$ cat config.mk
export PLATFORM = sky130hd
export DESIGN_NAME = rioc_port
export DESIGN_NICKNAME = d
export VERILOG_FILES = /design/src/rioc_pkg.sv /design/src/rioc_edge_if.sv /design/src/rioc_port.sv /design/src/rioc_input_sync.sv
export SDC_FILE = /design/constraint.sdc
export NUM_CORES = 1
export LEC_CHECK = 0
export BUFFER_PORTS_ARGS = -buffer_cell sky130_fd_sc_hd__buf_2
export CORE_MARGIN = 2
export CORE_UTILIZATION = 30
export CTS_BUF_LIST = sky130_fd_sc_hd__clkbuf_8
export DETAILED_ROUTE_END_ITERATION = 10
export PLACE_DENSITY_LB_ADDON = 0.2
export RECOVER_POWER = 100
export SYNTH_ARGS = -nofsm -noshare
export SYNTH_HDL_FRONTEND = slang
export SYNTH_SLANG_ARGS = --single-unit
$ cat constraint.sdc
create_clock -name clk_i -period 4.62 [get_ports clk_i]
set_input_delay 0.462 -clock clk_i [delete_from_list [all_inputs] [get_ports clk_i]]
set_output_delay 0.462 -clock clk_i [all_outputs]
set_load 0.03 [all_outputs]
$ cat src/rioc_pkg.sv
package rioc_pkg;
    localparam int unsigned IO_WIDTH   = 16;
    localparam int unsigned PROG_WIDTH = 4;

    // input bit positions
    localparam int unsigned IN_RESET     = 0;
    localparam int unsigned IN_PAUSE     = 1;
    localparam int unsigned IN_START     = 2;
    localparam int unsigned IN_HOME      = 3;
    localparam int unsigned IN_PROG_LSB  = 4;
    localparam int unsigned IN_CAL       = 8;
    localparam int unsigned IN_MOTOR_ON  = 9;
    localparam int unsigned IN_MOTOR_OFF = 10;

    // output bit positions
    localparam int unsigned OUT_RESET     = 0;
    localparam int unsigned OUT_PAUSED    = 1;
    localparam int unsigned OUT_RUNNING   = 2;
    localparam int unsigned OUT_HOME      = 3;
    localparam int unsigned OUT_PROG_LSB  = 4;
    localparam int unsigned OUT_CAL       = 8;
    localparam int unsigned OUT_MOTOR     = 9;
    localparam int unsigned OUT_ERROR     = 10;
    localparam int unsigned OUT_ESTOP     = 11;
    localparam int unsigned OUT_SAFEGUARD = 12;
    localparam int unsigned OUT_AUTO      = 13;
    localparam int unsigned OUT_TEACH     = 14;
    localparam int unsigned OUT_ENABLE    = 15;

    localparam logic [IO_WIDTH-1:0]   IO_ZERO   = 16'h0000;
    localparam logic [PROG_WIDTH-1:0] PROG_ZERO = 4'h0;

    typedef enum logic [2:0] {
        ST_RESET,
        ST_RUN,
        ST_PAUSING,
        ST_PAUSED,
        ST_HOMING,
        ST_CAL
    } rioc_state_type;
endpackage

$ cat src/rioc_edge_if.sv
`timescale 1ns/1ps
`default_nettype none
interface rioc_edge_if;
    logic [rioc_pkg::IO_WIDTH-1:0] level;
    logic [rioc_pkg::IO_WIDTH-1:0] rise;
    modport src (output level, output rise);
    modport dst (input level, input rise);
endinterface
`default_nettype wire

$ cat src/rioc_port.sv
`timescale 1ns/1ps
`default_nettype none
module rioc_port (
    input  wire logic                          clk_i,             // 50 MHz system clock
    input  wire logic                          reset_n_i,         // async reset, active low
    input  wire logic                          clk_en_i,          // freezes state when low
    input  wire logic [rioc_pkg::IO_WIDTH-1:0] remote_in_i,       // connector input pins
    input  wire logic                          console_select_i,  // io_remote_console chosen
    input  wire logic                          teach_mode_i,      // teach mode selected
    input  wire logic                          auto_mode_i,       // auto mode selected
    input  wire logic                          estop_i,           // emergency stop state
    input  wire logic                          safeguard_open_i,  // safeguard open
    input  wire logic                          enable_cond_i,     // enable condition
    input  wire logic                          home_pos_i,        // manipulator at home
    input  wire logic                          error_event_i,     // controller error pulse
    input  wire logic                          error_cancel_i,    // error cause removed
    input  wire logic                          stopped_i,         // robot motion stopped
    input  wire logic                          done_i,            // program/command finished
    output var  logic [rioc_pkg::IO_WIDTH-1:0] remote_out_o,      // connector output pins
    output var  logic                          cmd_reset_o,       // reset controller pulse
    output var  logic                          cmd_start_o,       // start program pulse
    output var  logic                          cmd_resume_o,      // resume program pulse
    output var  logic                          cmd_pause_o,       // pause program pulse
    output var  logic                          cmd_home_o,        // move home pulse
    output var  logic                          cmd_cal_o,         // calibration pulse
    output var  logic [rioc_pkg::PROG_WIDTH-1:0] program_number_command_o, // loaded program
    output var  logic                          motor_power_o      // motor power on
);
    rioc_edge_if edges ();

    rioc_input_sync u_sync (
        .clk_i     (clk_i),
        .reset_n_i (reset_n_i),
        .clk_en_i  (clk_en_i),
        .pins_i    (remote_in_i),
        .edges     (edges.src)
    );

    rioc_pkg::rioc_state_type state_reg;
    rioc_pkg::rioc_state_type state_next;
    logic [rioc_pkg::PROG_WIDTH-1:0] prog_next;
    logic [rioc_pkg::IO_WIDTH-1:0]   out_next;
    logic [rioc_pkg::IO_WIDTH-1:0]   acc_rise;
    logic motor_next;
    logic error_reg;
    logic error_next;
    logic reset_next;
    logic start_next;
    logic resume_next;
    logic pause_next;
    logic home_next;
    logic cal_next;
    logic busy;

    // io_remote_console must be selected and teach mode must be off
    assign acc_rise = (console_select_i && !teach_mode_i) ? edges.rise : rioc_pkg::IO_ZERO;

    always_comb
    begin
        state_next  = state_reg;
        prog_next   = program_number_command_o;
        motor_next  = motor_power_o;
        error_next  = error_reg;
        reset_next  = 1'b0;
        start_next  = 1'b0;
        resume_next = 1'b0;
        pause_next  = 1'b0;
        home_next   = 1'b0;
        cal_next    = 1'b0;
        if (acc_rise[rioc_pkg::IN_RESET])
        begin
            state_next = rioc_pkg::ST_RESET;
            reset_next = 1'b1;
            if (error_cancel_i)
                error_next = 1'b0;
        end
        else
        begin
            case (state_reg)
                rioc_pkg::ST_RESET:
                begin
                    if (acc_rise[rioc_pkg::IN_START])
                    begin
                        // program number sampled at start
                        prog_next  = edges.level[rioc_pkg::IN_PROG_LSB +: rioc_pkg::PROG_WIDTH];
                        state_next = rioc_pkg::ST_RUN;
                        start_next = 1'b1;
                    end
                    else if (acc_rise[rioc_pkg::IN_HOME])
                    begin
                        state_next = rioc_pkg::ST_HOMING;
                        home_next  = 1'b1;
                    end
                    else if (acc_rise[rioc_pkg::IN_CAL])
                    begin
                        state_next = rioc_pkg::ST_CAL;
                        cal_next   = 1'b1;
                    end
                end
                rioc_pkg::ST_RUN:
                begin
                    if (acc_rise[rioc_pkg::IN_PAUSE])
                    begin
                        state_next = rioc_pkg::ST_PAUSING;
                        pause_next = 1'b1;
                    end
                    else if (done_i)
                        state_next = rioc_pkg::ST_RESET;
                end
                rioc_pkg::ST_PAUSING:
                begin
                    if (stopped_i)
                        state_next = rioc_pkg::ST_PAUSED;
                end
                rioc_pkg::ST_PAUSED:
                begin
                    if (acc_rise[rioc_pkg::IN_START])
                    begin
                        state_next  = rioc_pkg::ST_RUN;
                        resume_next = 1'b1;
                    end
                end
                rioc_pkg::ST_HOMING,
                rioc_pkg::ST_CAL:
                begin
                    if (done_i)
                        state_next = rioc_pkg::ST_RESET;
                end
                default:
                    state_next = rioc_pkg::ST_RESET;
            endcase
            // motor on only from reset state; off is honoured unless reset rises in the same cycle, and wins
            if (acc_rise[rioc_pkg::IN_MOTOR_ON] && state_reg == rioc_pkg::ST_RESET)
                motor_next = 1'b1;
            if (acc_rise[rioc_pkg::IN_MOTOR_OFF])
                motor_next = 1'b0;
        end
        // a new error wins over a clear in the same cycle
        if (error_event_i)
            error_next = 1'b1;
    end

    assign busy = (state_reg == rioc_pkg::ST_RUN) || (state_reg == rioc_pkg::ST_PAUSING) ||
                  (state_reg == rioc_pkg::ST_HOMING) || (state_reg == rioc_pkg::ST_CAL);

    always_comb
    begin
        out_next                                                     = rioc_pkg::IO_ZERO;
        out_next[rioc_pkg::OUT_RESET]                                = (state_reg == rioc_pkg::ST_RESET);
        out_next[rioc_pkg::OUT_PAUSED]                               = (state_reg == rioc_pkg::ST_PAUSED);
        out_next[rioc_pkg::OUT_RUNNING]                              = busy;
        out_next[rioc_pkg::OUT_HOME]                                 = home_pos_i;
        out_next[rioc_pkg::OUT_PROG_LSB +: rioc_pkg::PROG_WIDTH]     = program_number_command_o;
        out_next[rioc_pkg::OUT_CAL]                                  = (state_reg == rioc_pkg::ST_CAL);
        out_next[rioc_pkg::OUT_MOTOR]                                = motor_power_o;
        out_next[rioc_pkg::OUT_ERROR]                                = error_reg;
        out_next[rioc_pkg::OUT_ESTOP]                                = estop_i;
        out_next[rioc_pkg::OUT_SAFEGUARD]                            = safeguard_open_i;
        out_next[rioc_pkg::OUT_AUTO]                                 = auto_mode_i;
        out_next[rioc_pkg::OUT_TEACH]                                = teach_mode_i;
        out_next[rioc_pkg::OUT_ENABLE]                               = enable_cond_i;
    end

    always_ff @(posedge clk_i or negedge reset_n_i)
    begin
        if (!reset_n_i)
        begin
            state_reg                <= rioc_pkg::ST_RESET;
            program_number_command_o <= rioc_pkg::PROG_ZERO;
            motor_power_o            <= 1'b0;
            error_reg                <= 1'b0;
            remote_out_o             <= rioc_pkg::IO_ZERO;
            cmd_reset_o              <= 1'b0;
            cmd_start_o              <= 1'b0;
            cmd_resume_o             <= 1'b0;
            cmd_pause_o              <= 1'b0;
            cmd_home_o               <= 1'b0;
            cmd_cal_o                <= 1'b0;
        end
        else if (clk_en_i)
        begin
            state_reg                <= state_next;
            program_number_command_o <= prog_next;
            motor_power_o            <= motor_next;
            error_reg                <= error_next;
            remote_out_o             <= out_next;
            cmd_reset_o              <= reset_next;
            cmd_start_o              <= start_next;
            cmd_resume_o             <= resume_next;
            cmd_pause_o              <= pause_next;
            cmd_home_o               <= home_next;
            cmd_cal_o                <= cal_next;
        end
    end
endmodule
`default_nettype wire

$ cat src/rioc_input_sync.sv
`timescale 1ns/1ps
`default_nettype none
module rioc_input_sync (
    input  wire logic                          clk_i,      // system clock
    input  wire logic                          reset_n_i,  // async reset, active low
    input  wire logic                          clk_en_i,   // freezes state when low
    input  wire logic [rioc_pkg::IO_WIDTH-1:0] pins_i,     // raw connector inputs
    rioc_edge_if.src                           edges       // synced levels and rises
);
    logic [rioc_pkg::IO_WIDTH-1:0] meta_reg;
    logic [rioc_pkg::IO_WIDTH-1:0] meta_next;
    logic [rioc_pkg::IO_WIDTH-1:0] sync_reg;
    logic [rioc_pkg::IO_WIDTH-1:0] sync_next;
    logic [rioc_pkg::IO_WIDTH-1:0] last_reg;
    logic [rioc_pkg::IO_WIDTH-1:0] last_next;

    always_comb
    begin
        meta_next = meta_reg;
        sync_next = sync_reg;
        last_next = last_reg;
        if (clk_en_i)
        begin
            meta_next = pins_i;
            sync_next = meta_reg;
            last_next = sync_reg;
        end
    end

    always_ff @(posedge clk_i or negedge reset_n_i)
    begin
        if (!reset_n_i)
        begin
            meta_reg <= rioc_pkg::IO_ZERO;
            sync_reg <= rioc_pkg::IO_ZERO;
            last_reg <= rioc_pkg::IO_ZERO;
        end
        else
        begin
            meta_reg <= meta_next;
            sync_reg <= sync_next;
            last_reg <= last_next;
        end
    end

    // a held input gives one rise only
    assign edges.level = sync_reg;
    assign edges.rise  = sync_reg & ~last_reg;
endmodule
`default_nettype wire

==> results.tsv <==
stage	metric	value	unit
synth	synth_cell_types	40	
worst_setup_path	cp_cell_sequence	clkbuf_1, nand4_1, mux2_2	
global_route	grt_max_degree	61	
sta	maxSlewViolCount	44	
synth	ys_seq_area_share	58.97	%
cts	ctsRootBufferMaster	clkbuf_8	
cts	cts.sinks	60	
drt	dr.pass1.iters	4	
power	powerDensity	510.7	nW/um^2
outcome	violations	capacitance limit, slew limit	
synth	synth_compound_area_share	5.553	%
final_layout	final_common_cell	dfrtp_1	
sta	setup_violations	0	
final_layout	final_cell_mix	dfrtp_1, mux2_2, clkbuf_1, buf_2	
placement	placed_cells	330	
cts	path_clk_slew	0.07	ns
worst_setup_path	critical_path.slowest_cell	clkbuf_1	
synth	syn_nets	215	
global_route	grt_antenna_before_repair	0	
sta	worst_pin_slew	1.997	ns
sta	fin_setup_tns	0	ns
final_layout	fillers	820	
cts	htree_levels	3	
drt	antenna_left	0	
die	fp.coreArea	8217	um^2
synth	synth.top_cell.area_share	58.97	%
drt	routed_wl	4763	um
sta	hold_viol_final	0	
sta	period_share	63.72	%
global_route	first_global_vias	1460	
cts	postCtsSetupBuffers	0	
die	dieWidth	96.13	um
placement	dpl.hpwl	3182	um
placement	finalWeightedCongestion	0.7301	
worst_setup_path	critPathMaxFanout	43	
synth	synthMuxAreaShare	21.82	%
placement	port-buffer-count	51	
synth	synth_top_family_by_area	multiplexers	
synth	synthCells	185	
final_layout	synthToLayoutAreaGrowth	17.84	%
synth	synth_edf_count	0	
drt	drt-initial-drc-count	32	
sta	rsz0062_at_grt	false	
synth	synthesis.area	2546	um^2
drt	dr_total_vias	1584	
power	peakVddDrop	0.1672	mV
final_layout	multi_input_area	929.6	um^2
outcome	status	finished with violations	
sta	relSlewSlack	-33.15	%
synth	synth-adder-area-share	0	%
cts	cts_buffers	9	
sta	achievable-frequency	339.7	MHz
drt	routedWlPerCell	13.81	um
synth	postSynthAreaPerCell	13.76	um^2
final_layout	largest_reg_flops	16	
synth	synthTopCellsByArea	dfrtp_1, mux2_2, buf_4	
final_layout	final_net_count	266	
synth	async_flop_share	100.0	%
sta	clock_skew	0.006790	ns
cts	cts_buffer_depth	2	
final_layout	final_layout_size_suffix_gt1_share	37.08	%
synth	synth_seq_cells	60	
cts	cts_resized	0	
synth	yosys.area_share.simple	9.042	%
worst_setup_path	critPathLaunchType	input pin	
cts	clock_latency	0.33	ns
die	io_pins	57	
sta	finalWorstPathRequiredPeriod	2.944	ns
job	cap_violations	1	
worst_setup_path	slowest_delay	1.40	ns
worst_setup_path	crit_arrival	3.15	ns
power	p_leak	1.314	nW
die	die_h	96.13	um
die	rows	33	
drt	drc	0	
die	dieArea	9240	um^2
worst_setup_path	critical_path_class	input pin to flip-flop	
cts	cts_tree	built	
drt	vias_per_cell	4.591	
worst_setup_path	end_kind	flip-flop	
synth	yosysWarningCount	0	
final_layout	regArea	1501	um^2
die	start_util	30.99	%
cts	ctsHoldBuffers	0	
synth	ys.flop_type	dfrtp_1	
synth	synthXorXnorAreaFrac	0.3440	%
final_layout	final_cells	345	
global_route	grt_pass1_wl	7583	um
final_layout	antenna_cells	0	
global_route	grt_remaining_overflow	0	
global_route	grt.total_usage	11.24	%
worst_setup_path	worstPathRequired	4.83	ns
min_path	hold_class	input pin to async pin	
synth	synth_largest_area_cell	dfrtp_1	
-- worst max-delay path, delay by kind of cell --
kind	cells	cell delay [ns]
muxes	1	0.50
and+or+nand+nor	1	0.77
buffers and inverters	1	1.40
-- final cells by class --
type	count	share of cell area [%]
Clock buffer	11	5.046
Tap cell	105	4.379
Inverter	9	1.126
Multi-Input combinational cell	103	30.98
Clock inverter	4	0.5838
Sequential cell	60	50.04
Timing Repair Buffer	53	7.840
-- cell usage after synthesis (2+ instances only) --
cell,instances
inv_1,9
o21ai_0,7
buf_4,5
nand4bb_1,2
and2b_1,2
nor2_1,2
buf_2,6
nor3_1,2
nand4_1,2
nor2b_1,2
mux2_2,46
nand3_1,2
dfrtp_1,60
nand2_1,6
nand2b_1,6
mux2_1,2
-- per-layer routing --
metal / wire [um] / vias up / track usage [%]
li1: - / 754 / -
met4: 89 / 0 / 6.071
met5: 0 / - / 0
met3: 247 / 6 / 3.602
met2: 2096 / 32 / 15.34
met1: 2330 / 792 / 15.66
-- path summary, 6_finish.rpt --
check / from / endpoint / slack (ns) / depth (start not counted)
hold reg to reg: u_sync.meta_reg[9] / u_sync.edges.level[9] / 0.48 / 2
setup / recovery: clk_en_i / program_number_command_o[1] / 1.68 / 3
min in group clk_i: remote_in_i[3] / u_sync.meta_reg[3] / 0.36 / 2
setup reg to reg: state_reg[2] / program_number_command_o[1] / 2.86 / 3
hold / removal: reset_n_i / cmd_cal_o / 0.29 / 2
max in group asynchronous: reset_n_i / remote_out_o[2] / 3.82 / 2
-- report_power, final --
group | total (W) | leakage [nW] | internal [W] | switching, W
sequential | 0.000715 | 0.735 | 0.000633 | 0.0000820
combinational | 0.000412 | 0.481 | 0.000165 | 0.000246
clock | 0.000406 | 0.0976 | 0.000215 | 0.000190
-- cell families (layout without fill, tap and decap cells) --
group / after synthesis / in the layout
flip-flops: 60 / 60
multiplexers: 49 / 49
AND/OR/NAND/NOR: 34 / 34
buffers and inverters: 22 / 77
AO/OA/AOI/OAI: 19 / 19
XOR/XNOR: 1 / 1
-- stage by stage --
| step | hold WS, ns | cell area [um^2] | total power (W) | utilization (%) | setup WS, ns |
|---|---|---|---|---|---|
| after global placement | 0.4681 | 2873 | 0.001151 | 34.96 | 2.345 |
| after detailed placement | 0.4657 | 2873 | 0.001163 | 34.96 | 2.338 |
| after floorplan | 0.1664 | 2546 | 0.001056 | - | 3.041 |
| after CTS | 0.3148 | 3042 | 0.001581 | 37.02 | 2.700 |
| final | 0.2892 | 3000 | 0.001532 | 36.52 | 1.676 |
| after global routing | 0.3474 | 3000 | 0.001626 | 36.52 | 1.320 |
Note: power is estimated with default switching activity, not from simulation.
